===== config.mk =====
export PLATFORM = sky130hd
export DESIGN_NAME = crce_engine
export DESIGN_NICKNAME = d
export VERILOG_FILES = /design/src/crce_pkg.sv /design/src/crce_step.sv /design/src/crce_engine.sv
export SDC_FILE = /design/constraint.sdc
export NUM_CORES = 1
export LEC_CHECK = 0
export BUFFER_PORTS_ARGS = -buffer_cell sky130_fd_sc_hd__buf_2
export CAP_MARGIN = 30
export CORE_MARGIN = 2
export CORE_UTILIZATION = 30
export DETAILED_ROUTE_END_ITERATION = 6
export GPL_TIMING_DRIVEN = 0
export PLACE_DENSITY = 0.56
export SLEW_MARGIN = 15
export SYNTH_ARGS = -nofsm -noshare
export SYNTH_HDL_FRONTEND = slang
export SYNTH_SLANG_ARGS = --single-unit

===== constraint.sdc =====
create_clock -name core_clk -period 4.35 [get_ports core_clk]
set_input_delay 0.435 -clock core_clk [delete_from_list [all_inputs] [get_ports core_clk]]
set_output_delay 0.435 -clock core_clk [all_outputs]
set_load 0.03 [all_outputs]

===== src/crce_pkg.sv =====
// What this block does
// Polynomial up to 16 bits, software set.
// Any 16-bit seed loaded before data.
// Control 0 bit 1 selects shift direction.
// Control 0 bit 4 selects zero augmentation.
// Enable bit 7 low holds engine reset.
// Start bit 6 runs or stops shifter.
// Busy bit 5 while shifting or pending.
// Full bit 0 while data unconsumed.
// Control 1 bits 7:4 word length minus one.
// Control 1 bits 3:0 polynomial length minus one.
// Low data byte write loads the word.
// Accumulator bytes readable, writable, reset zero.
// Control 0 bits 3:2 read zero.
// Data from scanner or from software.
// Polynomial register enables each feedback term except term zero, which is always on.
// One data bit per clock while running.
package crce_pkg;
	localparam int CRCE_ADDR_W = 4;
	localparam logic [3:0] CRCE_OFS_CTRL0 = 4'h0;
	localparam logic [3:0] CRCE_OFS_CTRL1 = 4'h1;
	localparam logic [3:0] CRCE_OFS_IN_HI = 4'h2;
	localparam logic [3:0] CRCE_OFS_IN_LO = 4'h3;
	localparam logic [3:0] CRCE_OFS_ACC_HI = 4'h4;
	localparam logic [3:0] CRCE_OFS_ACC_LO = 4'h5;
	localparam logic [3:0] CRCE_OFS_SHF_HI = 4'h6;
	localparam logic [3:0] CRCE_OFS_SHF_LO = 4'h7;
	localparam logic [3:0] CRCE_OFS_POLY_HI = 4'h8;
	localparam logic [3:0] CRCE_OFS_POLY_LO = 4'h9;
	localparam logic [3:0] CRCE_OFS_INT_STAT = 4'hA;
	localparam logic [3:0] CRCE_OFS_INT_MASK = 4'hB;
	// Control 0 bit positions.
	localparam int CRCE_C0_FULL = 0;
	localparam int CRCE_C0_DIR = 1;
	localparam int CRCE_C0_AUG = 4;
	localparam int CRCE_C0_BUSY = 5;
	localparam int CRCE_C0_GO = 6;
	localparam int CRCE_C0_EN = 7;
	localparam logic [7:0] CRCE_C0_WMASK = 8'hD2;
	// Control 1 fields.
	localparam int CRCE_C1_WLEN_LSB = 4;
	localparam int CRCE_C1_POLY_LSB = 0;
	// Interrupt status bits.
	localparam int CRCE_IRQ_WORD_DONE = 0;
	localparam int CRCE_IRQ_DATA_TAKEN = 1;
	localparam logic [7:0] CRCE_IRQ_IMPL = 8'h03;
	localparam logic [7:0] CRCE_RST8 = 8'h00;
	localparam logic [15:0] CRCE_RST16 = 16'h0000;
	localparam logic [3:0] CRCE_TOP_BIT = 4'hF;
	localparam logic [4:0] CRCE_CNT_ZERO = 5'h00;
	localparam logic [4:0] CRCE_CNT_ONE = 5'h01;

	// Bits 0..len set, all above clear.
	function automatic logic [15:0] crce_len_mask(input logic [3:0] len);
		logic [15:0] m;
		m = 16'h0000;
		for (int i = 0; i < 16; i++) begin
			m[i] = (4'(i) <= len);
		end
		return m;
	endfunction
endpackage


===== src/crce_step.sv =====
`timescale 1ns/100ps
module crce_step import crce_pkg::*; (
	// Accumulator state and configuration
	input wire logic [15:0] acc,
	input wire logic [15:0] poly,
	input wire logic [3:0] poly_msb,
	input wire logic shift_right,
	input wire logic auto_augment,
	// Incoming data bit
	input wire logic data_bit,
	// Folded result
	output logic [15:0] acc_next
);
	function automatic logic [15:0] reflect(input logic [15:0] p, input logic [3:0] len);
		logic [15:0] r;
		r = 16'h0000;
		for (int i = 0; i < 16; i++) begin
			if (4'(i) <= len) begin
				r[i] = p[len - 4'(i)];
			end
		end
		return r;
	endfunction

	wire [15:0] mask = crce_len_mask(poly_msb);
	wire [15:0] poly_l = poly & mask; // see R1
	wire [15:0] poly_r = reflect(poly_l, poly_msb);
	// Auto mode folds the bit straight into the feedback, which equals appending zeros.
	wire fb_l = auto_augment ? (acc[poly_msb] ^ data_bit) : acc[poly_msb];
	wire fb_r = auto_augment ? (acc[0] ^ data_bit) : acc[0];
	wire [15:0] ins_l = auto_augment ? 16'h0000 : {15'h0000, data_bit};
	wire [15:0] ins_r = auto_augment ? 16'h0000 : (16'(data_bit) << poly_msb);
	wire [15:0] sh_l = ((acc << 1) | ins_l) & mask;
	wire [15:0] sh_r = ((acc & mask) >> 1) | ins_r;
	wire [15:0] res_l = sh_l ^ (fb_l ? poly_l : 16'h0000);
	wire [15:0] res_r = sh_r ^ (fb_r ? poly_r : 16'h0000);
	assign acc_next = shift_right ? res_r : res_l;
endmodule // crce_step


===== src/crce_engine.sv =====
`timescale 1ns/100ps
module crce_engine import crce_pkg::*; (
	// Clock and reset
	input wire logic core_clk,
	input wire logic rst,
	// Register port
	input wire logic [CRCE_ADDR_W-1:0] reg_addr,
	input wire logic [7:0] reg_wdata,
	input wire logic reg_wr,
	input wire logic reg_rd,
	output logic [7:0] reg_rdata,
	// Memory scanner data path
	input wire logic scan_valid,
	input wire logic [15:0] scan_data,
	output logic scan_ready,
	// Interrupt
	output logic irq
);
	logic [7:0] ctrl0_q;
	logic [7:0] ctrl1_q;
	logic [15:0] data_q;
	logic full_q;
	logic [15:0] acc_q;
	logic [15:0] shreg_q;
	logic [4:0] bits_left_q;
	logic [15:0] poly_q;
	logic [7:0] int_stat_q;
	logic [7:0] int_mask_q;
	logic [7:0] rdata_q;
	logic scan_ready_q;
	logic irq_q;
	logic [7:0] ctrl0_d;
	logic [7:0] int_stat_d;
	logic [15:0] acc_d;
	logic [15:0] shreg_d;
	logic [4:0] bits_left_d;
	logic full_d;
	logic [15:0] data_d;

	// Address decode.
	wire wr_c0 = reg_wr && (reg_addr == CRCE_OFS_CTRL0);
	wire wr_c1 = reg_wr && (reg_addr == CRCE_OFS_CTRL1);
	wire wr_in_hi = reg_wr && (reg_addr == CRCE_OFS_IN_HI);
	wire wr_in_lo = reg_wr && (reg_addr == CRCE_OFS_IN_LO);
	wire wr_acc_hi = reg_wr && (reg_addr == CRCE_OFS_ACC_HI);
	wire wr_acc_lo = reg_wr && (reg_addr == CRCE_OFS_ACC_LO);
	wire wr_poly_hi = reg_wr && (reg_addr == CRCE_OFS_POLY_HI);
	wire wr_poly_lo = reg_wr && (reg_addr == CRCE_OFS_POLY_LO);
	wire wr_stat = reg_wr && (reg_addr == CRCE_OFS_INT_STAT);
	wire wr_mask = reg_wr && (reg_addr == CRCE_OFS_INT_MASK);

	// Control fields.
	wire en = ctrl0_q[CRCE_C0_EN];
	wire go = ctrl0_q[CRCE_C0_GO];
	wire dir_right = ctrl0_q[CRCE_C0_DIR];
	wire auto_aug = ctrl0_q[CRCE_C0_AUG];
	wire [3:0] wlen_m1 = ctrl1_q[CRCE_C1_WLEN_LSB +: 4];
	wire [3:0] poly_msb = ctrl1_q[CRCE_C1_POLY_LSB +: 4];

	// Engine state.
	wire shifter_empty = (bits_left_q == CRCE_CNT_ZERO);
	wire shifting = en && go && !shifter_empty;
	wire load = en && go && shifter_empty && full_q;
	wire busy = !shifter_empty || (full_q && go);
	// Low data byte writes win over the scanner; the scanner keeps valid high until taken.
	wire scan_take = en && scan_valid && scan_ready_q && !wr_in_lo;
	wire sw_load = en && wr_in_lo;
	wire data_bit = dir_right ? shreg_q[0] : shreg_q[CRCE_TOP_BIT];
	wire [15:0] step_acc;
	wire [15:0] load_word = dir_right ? data_q : (data_q << (CRCE_TOP_BIT - wlen_m1));
	wire word_done = shifting && (bits_left_q == CRCE_CNT_ONE);
	wire [7:0] events = {6'h00, load, word_done};
	wire [7:0] ctrl0_view = {ctrl0_q[7:6], busy, ctrl0_q[CRCE_C0_AUG], 2'b00,
		ctrl0_q[CRCE_C0_DIR], full_q};
	wire [15:0] poly_eff = {poly_q[15:1], 1'b1};

	crce_step u_step (
		.acc(acc_q),
		.poly(poly_eff),
		.poly_msb(poly_msb),
		.shift_right(dir_right),
		.auto_augment(auto_aug),
		.data_bit(data_bit),
		.acc_next(step_acc)
	);

	// Read mux; unmapped addresses read zero.
	wire [7:0] rd_mux =
		(reg_addr == CRCE_OFS_CTRL0) ? ctrl0_view :
		(reg_addr == CRCE_OFS_CTRL1) ? ctrl1_q :
		(reg_addr == CRCE_OFS_IN_HI) ? data_q[15:8] :
		(reg_addr == CRCE_OFS_IN_LO) ? data_q[7:0] :
		(reg_addr == CRCE_OFS_ACC_HI) ? acc_q[15:8] :
		(reg_addr == CRCE_OFS_ACC_LO) ? acc_q[7:0] :
		(reg_addr == CRCE_OFS_SHF_HI) ? shreg_q[15:8] :
		(reg_addr == CRCE_OFS_SHF_LO) ? shreg_q[7:0] :
		(reg_addr == CRCE_OFS_POLY_HI) ? poly_q[15:8] :
		(reg_addr == CRCE_OFS_POLY_LO) ? poly_eff[7:0] :
		(reg_addr == CRCE_OFS_INT_STAT) ? int_stat_q :
		(reg_addr == CRCE_OFS_INT_MASK) ? int_mask_q : CRCE_RST8;

	// Control 0: busy and full bits are views only, never stored.
	always_comb begin
		ctrl0_d = ctrl0_q;
		if (wr_c0) begin
			ctrl0_d = reg_wdata & CRCE_C0_WMASK;
		end
	end

	// Data register pair.
	always_comb begin
		data_d = data_q;
		full_d = full_q;
		if (!en) begin
			full_d = 1'b0;
		end else if (load) begin
			full_d = 1'b0;
		end
		if (wr_in_hi) begin
			data_d[15:8] = reg_wdata;
		end
		if (sw_load) begin
			data_d[7:0] = reg_wdata;
			full_d = 1'b1; // see R8
		end else if (scan_take) begin
			data_d = scan_data;
			full_d = 1'b1;
		end
	end

	// Shifter and accumulator.
	always_comb begin
		acc_d = acc_q;
		shreg_d = shreg_q;
		bits_left_d = bits_left_q;
		if (!en) begin
			shreg_d = CRCE_RST16;
			bits_left_d = CRCE_CNT_ZERO;
		end else if (shifting) begin
			acc_d = step_acc;
			shreg_d = dir_right ? (shreg_q >> 1) : (shreg_q << 1);
			bits_left_d = bits_left_q - CRCE_CNT_ONE;
		end else if (load) begin
			shreg_d = load_word;
			bits_left_d = {1'b0, wlen_m1} + CRCE_CNT_ONE;
		end
		// A direct write loads the seed or overrides the running value.
		if (wr_acc_hi) begin
			acc_d[15:8] = reg_wdata; // see R2
		end
		if (wr_acc_lo) begin
			acc_d[7:0] = reg_wdata;
		end
	end

	// Sticky status: a new event wins over a write-one clear in the same cycle.
	always_comb begin
		int_stat_d = int_stat_q;
		if (wr_stat) begin
			int_stat_d = int_stat_q & ~reg_wdata;
		end
		int_stat_d = (int_stat_d | events) & CRCE_IRQ_IMPL;
	end

	always_ff @(posedge core_clk or posedge rst) begin
		if (rst) begin
			ctrl0_q <= CRCE_RST8;
			ctrl1_q <= CRCE_RST8;
			data_q <= CRCE_RST16;
			full_q <= 1'b0;
			acc_q <= CRCE_RST16;
			shreg_q <= CRCE_RST16;
			bits_left_q <= CRCE_CNT_ZERO;
		end else begin
			ctrl0_q <= ctrl0_d;
			ctrl1_q <= wr_c1 ? reg_wdata : ctrl1_q; // see R9
			data_q <= data_d;
			full_q <= full_d;
			acc_q <= acc_d;
			shreg_q <= shreg_d;
			bits_left_q <= bits_left_d;
		end
	end

	always_ff @(posedge core_clk or posedge rst) begin
		if (rst) begin
			poly_q <= CRCE_RST16;
		end else begin
			if (wr_poly_hi) begin
				poly_q[15:8] <= reg_wdata; // see R1
			end
			if (wr_poly_lo) begin
				poly_q[7:0] <= reg_wdata;
			end
		end
	end

	always_ff @(posedge core_clk or posedge rst) begin
		if (rst) begin
			int_stat_q <= CRCE_RST8;
			int_mask_q <= CRCE_RST8;
			irq_q <= 1'b0;
			rdata_q <= CRCE_RST8;
			scan_ready_q <= 1'b0;
		end else begin
			int_stat_q <= int_stat_d;
			int_mask_q <= wr_mask ? (reg_wdata & CRCE_IRQ_IMPL) : int_mask_q;
			irq_q <= |(int_stat_d & (wr_mask ? reg_wdata : int_mask_q));
			rdata_q <= reg_rd ? rd_mux : CRCE_RST8;
			// Ready is offered only while the register pair is free next cycle.
			scan_ready_q <= ctrl0_d[CRCE_C0_EN] && !full_d;
		end
	end

	assign reg_rdata = rdata_q;
	assign scan_ready = scan_ready_q;
	assign irq = irq_q;

	// Checks.
	a_rsvd_zero: assert property (@(posedge core_clk) disable iff (rst)
		reg_rd && (reg_addr == CRCE_OFS_CTRL0) |=> (reg_rdata[3:2] == 2'b00))
		else $error("control 0 reserved bits read nonzero");

	a_busy_read: assert property (@(posedge core_clk) disable iff (rst)
		reg_rd && (reg_addr == CRCE_OFS_CTRL0) && !shifter_empty |=> reg_rdata[CRCE_C0_BUSY])
		else $error("busy reads low while shifting");

	a_low_fills: assert property (@(posedge core_clk) disable iff (rst)
		en && wr_in_lo |=> full_q && (data_q[7:0] == $past(reg_wdata)))
		else $error("low data write did not fill the pair");

	a_load_count: assert property (@(posedge core_clk) disable iff (rst)
		load && !wr_in_lo && !scan_take
		|=> !full_q && (bits_left_q == {1'b0, $past(wlen_m1)} + CRCE_CNT_ONE))
		else $error("word load count or full flag wrong");

	a_disable_idle: assert property (@(posedge core_clk) disable iff (rst)
		!en ##1 !en |-> shifter_empty && !full_q && !busy)
		else $error("engine active while disabled");

	a_go_stops: assert property (@(posedge core_clk) disable iff (rst)
		en && !go && !reg_wr |=> $stable(acc_q) && $stable(bits_left_q))
		else $error("shifter moved with start bit clear");

	a_one_per_clk: assert property (@(posedge core_clk) disable iff (rst)
		shifting |=> (bits_left_q == $past(bits_left_q) - CRCE_CNT_ONE))
		else $error("shifter did not move exactly one bit");

	a_acc_write: assert property (@(posedge core_clk) disable iff (rst)
		wr_acc_lo |=> (acc_q[7:0] == $past(reg_wdata)))
		else $error("accumulator low byte write lost");

	a_poly_x0: assert property (@(posedge core_clk) disable iff (rst)
		reg_rd && (reg_addr == CRCE_OFS_POLY_LO) |=> reg_rdata[0])
		else $error("polynomial term zero reads low");

	a_scan_take: assert property (@(posedge core_clk) disable iff (rst)
		scan_take |=> full_q && (data_q == $past(scan_data)))
		else $error("scanner word not captured");

	a_irq_level: assert property (@(posedge core_clk) disable iff (rst)
		word_done && int_mask_q[CRCE_IRQ_WORD_DONE] && !wr_mask |=> irq ##0 int_stat_q[0])
		else $error("unmasked word done did not raise interrupt");
endmodule // crce_engine


==> metrics.yaml, run 1 <==
arrival_ns: 4.31
finalNetCount: 1113
first_global_vias: 8130
synth_nets: 1061
slew_viol_final: 0
yosysSeqAreaShare_pct: 28.63
clock_sinks: 95
die_y_um: 170.4
setup_viol: 0
yosys.cell_count.top_type: "nand2_1"
wl_met3_um: 3972
maxCapViolCount: 0
ys_types: 73
multi_input_area_um2: 5492
worstSkewPairLatency_ns: 0.37
power_density_nw_per_um2: 641.3
numCtsBuffers: 9
wl_met2_um: 14700
synth_top_area_share_pct: 28.63
period_share_pct: 93.35
path_buf_inv: 4
grt_max_degree: 70
synth_area_um2: 8304
port-buffer-count: 39
drc_errors: 9
synthMuxAreaShare_pct: 12.57
synthSimpleGateAreaFrac_pct: 18.97
rrSetupSlack_ns: 0.29
antenna_cells: 0
cpPeakStageDelay_ns: 0.51
fill_cells: 2880
critPathLaunchType: "register"
vdd_ir_drop_max_mv: 0.2337
totalWireLength_um: 36280
vias_per_cell: 6.213
seq_area_um2: 2377
cts_hold_buf: 0
worstMarginPinSlew_ns: 0.9977
synth_top_family_by_area: "compound AO/OA/AOI/OAI gates"
synth_compound_area_share_pct: 27.62
grt_overflow: 0
hp-class: "in -> async"
skew_ns: 0.01316
drt_iter0_markers: 1392
outcome: "finished with violations"
ys.flop_type: "dfrtp_1"
start_util_pct: 30.64
synthCells: 1010
total_power_mw: 5.975
post-route-min-period_ns: 4.061
relSlewSlack_pct: 32.78
cts_tree: "yes"
crit_path_top_delay_cell: "a32oi_1"
ant_nets: 0
synth_largest_area_cell: "dfrtp_1"
end_kind: "register"
cts.clk_slew.worst_paths_ns: 0.08
max_freq_mhz: 246.3
syn_to_final_growth_pct: 12.20
path_max_fanout: 13
required_ns: 4.60
cp_top_family: "compound AO/OA/AOI/OAI gates"
clock_tree.root_cell: "clkbuf_16"
core_um2: 27100
clockBufferDepth: 2
drive_gt1_share_pct: 11.81
synth_top_cells_by_count: "nand2_1 (132), dfrtp_1 (95), o21ai_0 (62)"
hpwl_um: 27370
io-pin-count: 43
gr-usage-all-layers_pct: 24.90
die_w_um: 170.4
post_synth_fa_ha_maj_area_fraction_pct: 2.712
synth-xor-area-share_pct: 4.204
routed.top_layer: "met4"
async_flop_share_pct: 100.0
drt-met1-wl_um: 16210
tns_ns: 0
hold_viol_final: 0
rows: 60
ys_warn_count: 0
num_vias: 8940
syn_area_per_cell_um2: 8.222
p_leak_nw: 3.642
htree_levels: 3
drtPass1Iterations: 7
violations: "design-rule violations"
wl_per_cell_um: 25.21
synth_edf_count: 0
rsz0062_at_grt: "no"
synth_seq_cells: 95
fp.dieArea_um2: 29030
gp_congestion: 0.9644
antenna_found_initial: 0
synth_area_leaders: "dfrtp_1 (29%), nand2_1 (6.0%), mux4_2 (4.9%), mux2_2 (3.8%), o21ai_0 (3.7%)"
grt_pass1_wl_um: 53270
path_cells: "clkbuf_1, buf_2, inv_2, ha_1, clkbuf_1, nor2b_1, o211ai_1, a32oi_1, a211oi_1, o31a_1, nor3_1, a2bb2oi_1"
worst_path_most_repeated_cell: "clkbuf_1"
worstSetupPathType: "reg -> reg"
-- worst reg2reg max path: stages, from the launching register on --
cell       delay [ns]
dfrtp_1          0.43
clkbuf_1         0.22
buf_2            0.25
inv_2            0.32
ha_1             0.25
clkbuf_1         0.43
nor2b_1          0.40
o211ai_1         0.13
a32oi_1          0.51
a211oi_1         0.20
o31a_1           0.33
nor3_1           0.20
a2bb2oi_1        0.29
-- state kept, by name, summed over array words and instances (netlist names) --
signal,flops
int_stat_q,2
bits_left_q,5
irq,1
acc_q,16
scan_ready,1
reg_rdata,8
ctrl1_q,8
shreg_q,16
int_mask_q,2
data_q,16
full_q,1
poly_q,15
ctrl0_q,4
-- cell families (layout without fill, tap and decap cells) --
kind of cell / after synthesis / in the layout
adders and majority gates: 18 / 18
xor gates and xnor gates: 39 / 39
DFF: 95 / 95
muxes: 78 / 78
and+or+nand+nor: 333 / 333
AOI/OAI and AO/OA: 334 / 334
buffers and inverters: 113 / 170
-- placed cells by master, fill, tap and decap left out, types with 11 or more instances in the layout --
master and count:
a22oi_1 16, nor2_1 57, o211ai_1 19, nand3_1 30, inv_1 27, a31oi_1 22, mux4_2 18, xnor2_1 27
nor2b_1 16, nor4_1 11, a211oi_1 25, clkbuf_1 57, a21oi_1 55, mux2_2 28, or3_1 14, dfrtp_1 95
mux2i_1 30, nand2_1 132, ha_1 18, o21ai_0 62, xor2_1 11, nor3_1 21, buf_2 46
-- per-stage QoR --
step | cell area (um2) | hold slack [ns] | setup WS [ns] | cells | util (%)
final | 9318 | 0.01529 | 0.2894 | 1439 | 34.38
after global routing | 9318 | 0.02463 | 0.1368 | 1439 | 34.38
after CTS | 9318 | 0.01774 | 0.05201 | 1440 | 34.38
after detailed placement | 9019 | 0.4155 | -0.03865 | 1424 | 33.28
after global placement | 8965 | 0.5082 | -0.08665 | 1421 | 33.08
after floorplan | 8304 | 0.4564 | 0.9485 | 1010 | -
-- path summary, 6_finish.rpt --
check / cells past startpoint / start / endpoint
setup / recovery: 12 / ctrl1_q[3]$_DFFE_PP0P_ / acc_q[2]$_DFFE_PP0P_
hold / removal: 2 / rst / data_q[1]$_DFFE_PP0P_
setup reg to reg: 12 / ctrl1_q[3]$_DFFE_PP0P_ / acc_q[2]$_DFFE_PP0P_
hold reg to reg: 1 / int_mask_q[0]$_DFFE_PP0P_ / int_mask_q[0]$_DFFE_PP0P_
max in group asynchronous: 3 / rst / acc_q[13]$_DFFE_PP0P_
min in group core_clk: 3 / scan_data[9] / data_q[9]$_DFF_PP0_
-- layer usage --
| metal | GRT usage, % | vias up |
|---|---|---|
| li1 | - | 3913 |
| met1 | 37.47 | 4341 |
| met2 | 35.28 | 593 |
| met3 | 4.163 | 93 |
| met4 | 9.216 | 0 |
| met5 | 0 | - |
-- power by group --
group | internal [mW] | leakage, nW | total (mW) | switching [mW]
sequential | 1.17 | 1.19 | 1.85 | 0.674
clock | 0.406 | 0.143 | 0.810 | 0.403
combinational | 1.29 | 2.31 | 3.32 | 2.03
total | 2.87 | 3.64 | 5.98 | 3.10
-- cell type report --
| type | count | share of cell area (%) |
|---|---|---|
| flip-flops and latches | 95 | 25.51 |
| clock inverters | 7 | 0.7788 |
| inverters | 36 | 1.517 |
| multi-input cells | 802 | 58.94 |
| clock buffers | 9 | 2.417 |
| well taps | 372 | 4.995 |
| repair buffers | 42 | 2.565 |
| plain buffers | 76 | 3.276 |
-- timing repair --
item | in CTS | in global routing
buffers inserted | 0 | 0
hold endpoints to repair | 0 | 0
endpoints found under the setup margin | 1 | 6
resized for setup | 1 | 3
Power figures use the tool's default switching activity.
==> inputs of run 2 (changes only) <==
--- a/config.mk
+++ b/config.mk
@@ -7,11 +7,14 @@
 export LEC_CHECK = 0
 export BUFFER_PORTS_ARGS = -buffer_cell sky130_fd_sc_hd__buf_2
 export CAP_MARGIN = 30
+export CELL_PAD_IN_SITES_DETAIL_PLACEMENT = 0
+export CELL_PAD_IN_SITES_GLOBAL_PLACEMENT = 1
+export CORE_ASPECT_RATIO = 0.5
 export CORE_MARGIN = 2
 export CORE_UTILIZATION = 30
 export DETAILED_ROUTE_END_ITERATION = 6
 export GPL_TIMING_DRIVEN = 0
-export PLACE_DENSITY = 0.56
+export PLACE_DENSITY = 0.69
 export SLEW_MARGIN = 15
 export SYNTH_ARGS = -nofsm -noshare
 export SYNTH_HDL_FRONTEND = slang
==> constraint.sdc (replaced) <==
create_clock -name core_clk -period 3.5 [get_ports core_clk]
set_input_delay 0.35 -clock core_clk [delete_from_list [all_inputs] [get_ports core_clk]]
set_output_delay 0.35 -clock core_clk [all_outputs]
set_load 0.03 [all_outputs]
==> run 2 against run 1 <==
Net effect:
- the run now ends clean
- clock skew decreased by 0.0041 ns
- combinational power rose by 27%
- wire length rose by 0.94%
- utilization up 0.68 points
- design area up 0.85%
- sequential power grew 20%
- critical path depth fell by 1
- sequential share of layout area fell by 0.20 points
- maximum frequency grew 21%
- global-route usage rose by 0.68 points
- die area rose by 0.28%
==> metrics.yaml, run 2 (synthesized netlist as in run 1, its figures left out) <==
die_w_um: 239.3
clockBufferDepth: 2
fp.dieArea_um2: 29110
place_area_um2: 8977
cts_tree: "yes"
p_leak_nw: 3.688
io-pin-count: 43
totalWireLength_um: 36620
cpPeakStageDelay_ns: 0.68
fin_cells: 1423
vias_per_cell: 6.339
die_y_um: 121.6
critPathLaunchType: "register"
required_ns: 3.74
dp.cells: 1403
setup_viol: 0
path_buf_inv: 3
whs_path_depth: 3
drive_gt1_share_pct: 13.26
maxCapViolCount: 0
top_regs: "acc_q x16, data_q x16, shreg_q x16"
cp_num_cells: 11
slew_viol_final: 0
stdcell_area_um2: 9397
period_share_pct: 95.93
skew_ns: 0.009046
drt_iter0_markers: 1108
antenna_cells: 0
grt_max_degree: 74
numCtsBuffers: 9
gp_congestion: 0.9500
drc_errors: 0
relSlewSlack_pct: 33.44
power_density_nw_per_um2: 788.9
outcome: "finished clean"
wl_met3_um: 3921
holdWs_ns: 0.1919
fill_cells: 2850
rrSetupSlack_ns: 0.14
dpl_worst_slack_ns: -0.9238
port-buffer-count: 39
reg2reg_depth: 11
drt-met1-wl_um: 15510
cp_top_family: "compound AO/OA/AOI/OAI gates"
hpwl_um: 27690
layout_commonest_cell: "nand2_1"
multi_input_area_um2: 5519
first_global_vias: 8714
path_cells: "buf_6, buf_4, inv_2, ha_1, nor2b_1, o21ai_0, a21oi_1, o311ai_0, o2111ai_1, xnor2_1, o21ai_1"
grt_overflow: 0
worstMarginPinSlew_ns: 0.9984
start_util_pct: 30.99
crit_path_top_delay_cell: "o311ai_0"
arrival_ns: 3.60
ant_nets: 0
hp-class: "in -> reg"
num_vias: 9021
max_freq_mhz: 297.8
wl_per_cell_um: 25.73
post-route-min-period_ns: 3.358
worstSkewPairLatency_ns: 0.37
core_um2: 26800
rows: 42
antenna_found_initial: 1
worst_slack_ns: 0.1425
wl_met2_um: 16010
clock_tree.root_cell: "clkbuf_16"
htree_levels: 3
rsz0062_at_grt: "no"
hold_viol_final: 0
end_kind: "register"
finalNetCount: 1117
seq_area_um2: 2379
grt_pass1_wl_um: 55500
drtPass1Iterations: 6
final_cell_mix: "nand2_1 (132), dfrtp_1 (94), o21ai_0 (62)"
clock_sinks: 95
vdd_ir_drop_max_mv: 0.3683
gr-usage-all-layers_pct: 25.58
path_max_fanout: 13
syn_to_final_growth_pct: 13.15
routed.top_layer: "met4"
cts.clk_slew.worst_paths_ns: 0.08
worstSetupPathType: "reg -> reg"
run 2: cell count changes in the layout (fill, tap and decap cells not counted), sizes merged:
cell,delta
dlygate4sd3,+1
buf,+6
clkinv,-1
clkinvlp,+1
clkbuf,-3
run 2: metrics by stage:
| step | TNS (ns) | utilization [%] | power, mW |
|---|---|---|---|
| after floorplan | 0 | - | 4.765 |
| after global placement | -64.48 | 33.36 | 6.177 |
| after detailed placement | -9.861 | 33.50 | 6.189 |
| after global routing | 0 | 35.06 | 7.845 |
| after CTS | 0 | 34.86 | 7.245 |
| final | 0 | 35.06 | 7.413 |
run 2: tightest hold or removal path, stage by stage:
cell	delay, ns
buf_2	0.07
nand2_1	0.04
o21ai_0	0.06
run 2: final timing paths:
check	start	endpoint
worst max register to register	ctrl1_q[0]$_DFFE_PP0P_	acc_q[3]$_DFFE_PP0P_
worst max-delay path	ctrl1_q[0]$_DFFE_PP0P_	acc_q[3]$_DFFE_PP0P_
min in group asynchronous	rst	data_q[12]$_DFF_PP0_
worst min register to register	shreg_q[0]$_DFFE_PP0P_	shreg_q[0]$_DFFE_PP0P_
worst min-delay path	scan_data[9]	data_q[9]$_DFF_PP0_
max in group asynchronous	rst	ctrl1_q[2]$_DFFE_PP0P_
run 2: cell type report:
| class | instances | area share (%) |
|---|---|---|
| Inverter | 36 | 1.664 |
| Tap cell | 352 | 4.687 |
| Timing Repair Buffer | 47 | 2.929 |
| Sequential cell | 95 | 25.31 |
| Multi-Input combinational cell | 802 | 58.73 |
| Clock buffer | 9 | 2.397 |
| Buffer | 75 | 3.582 |
| Clock inverter | 7 | 0.6924 |
run 2: report_power, final:
group	internal [mW]	switching [mW]	total, mW
sequential	1.46	0.753	2.22
clock	0.499	0.501	1.00
combinational	1.66	2.54	4.20
run 2: routing by layer:
layer / GRT usage (%) / vias to the layer above
li1: - / 3925
met1: 34.24 / 4471
met2: 40.92 / 546
met3: 5.846 / 79
met4: 8.594 / 0
met5: 0 / -
run 2: timing repair:
item                                    4_1_cts  5_1_grt
endpoints found under the hold margin        22        0
pin swaps                                     0        1
endpoints found under the setup margin       16       11
buffers inserted                              2        3
gates resized for setup                      22       16
hold buffers                                  1        0
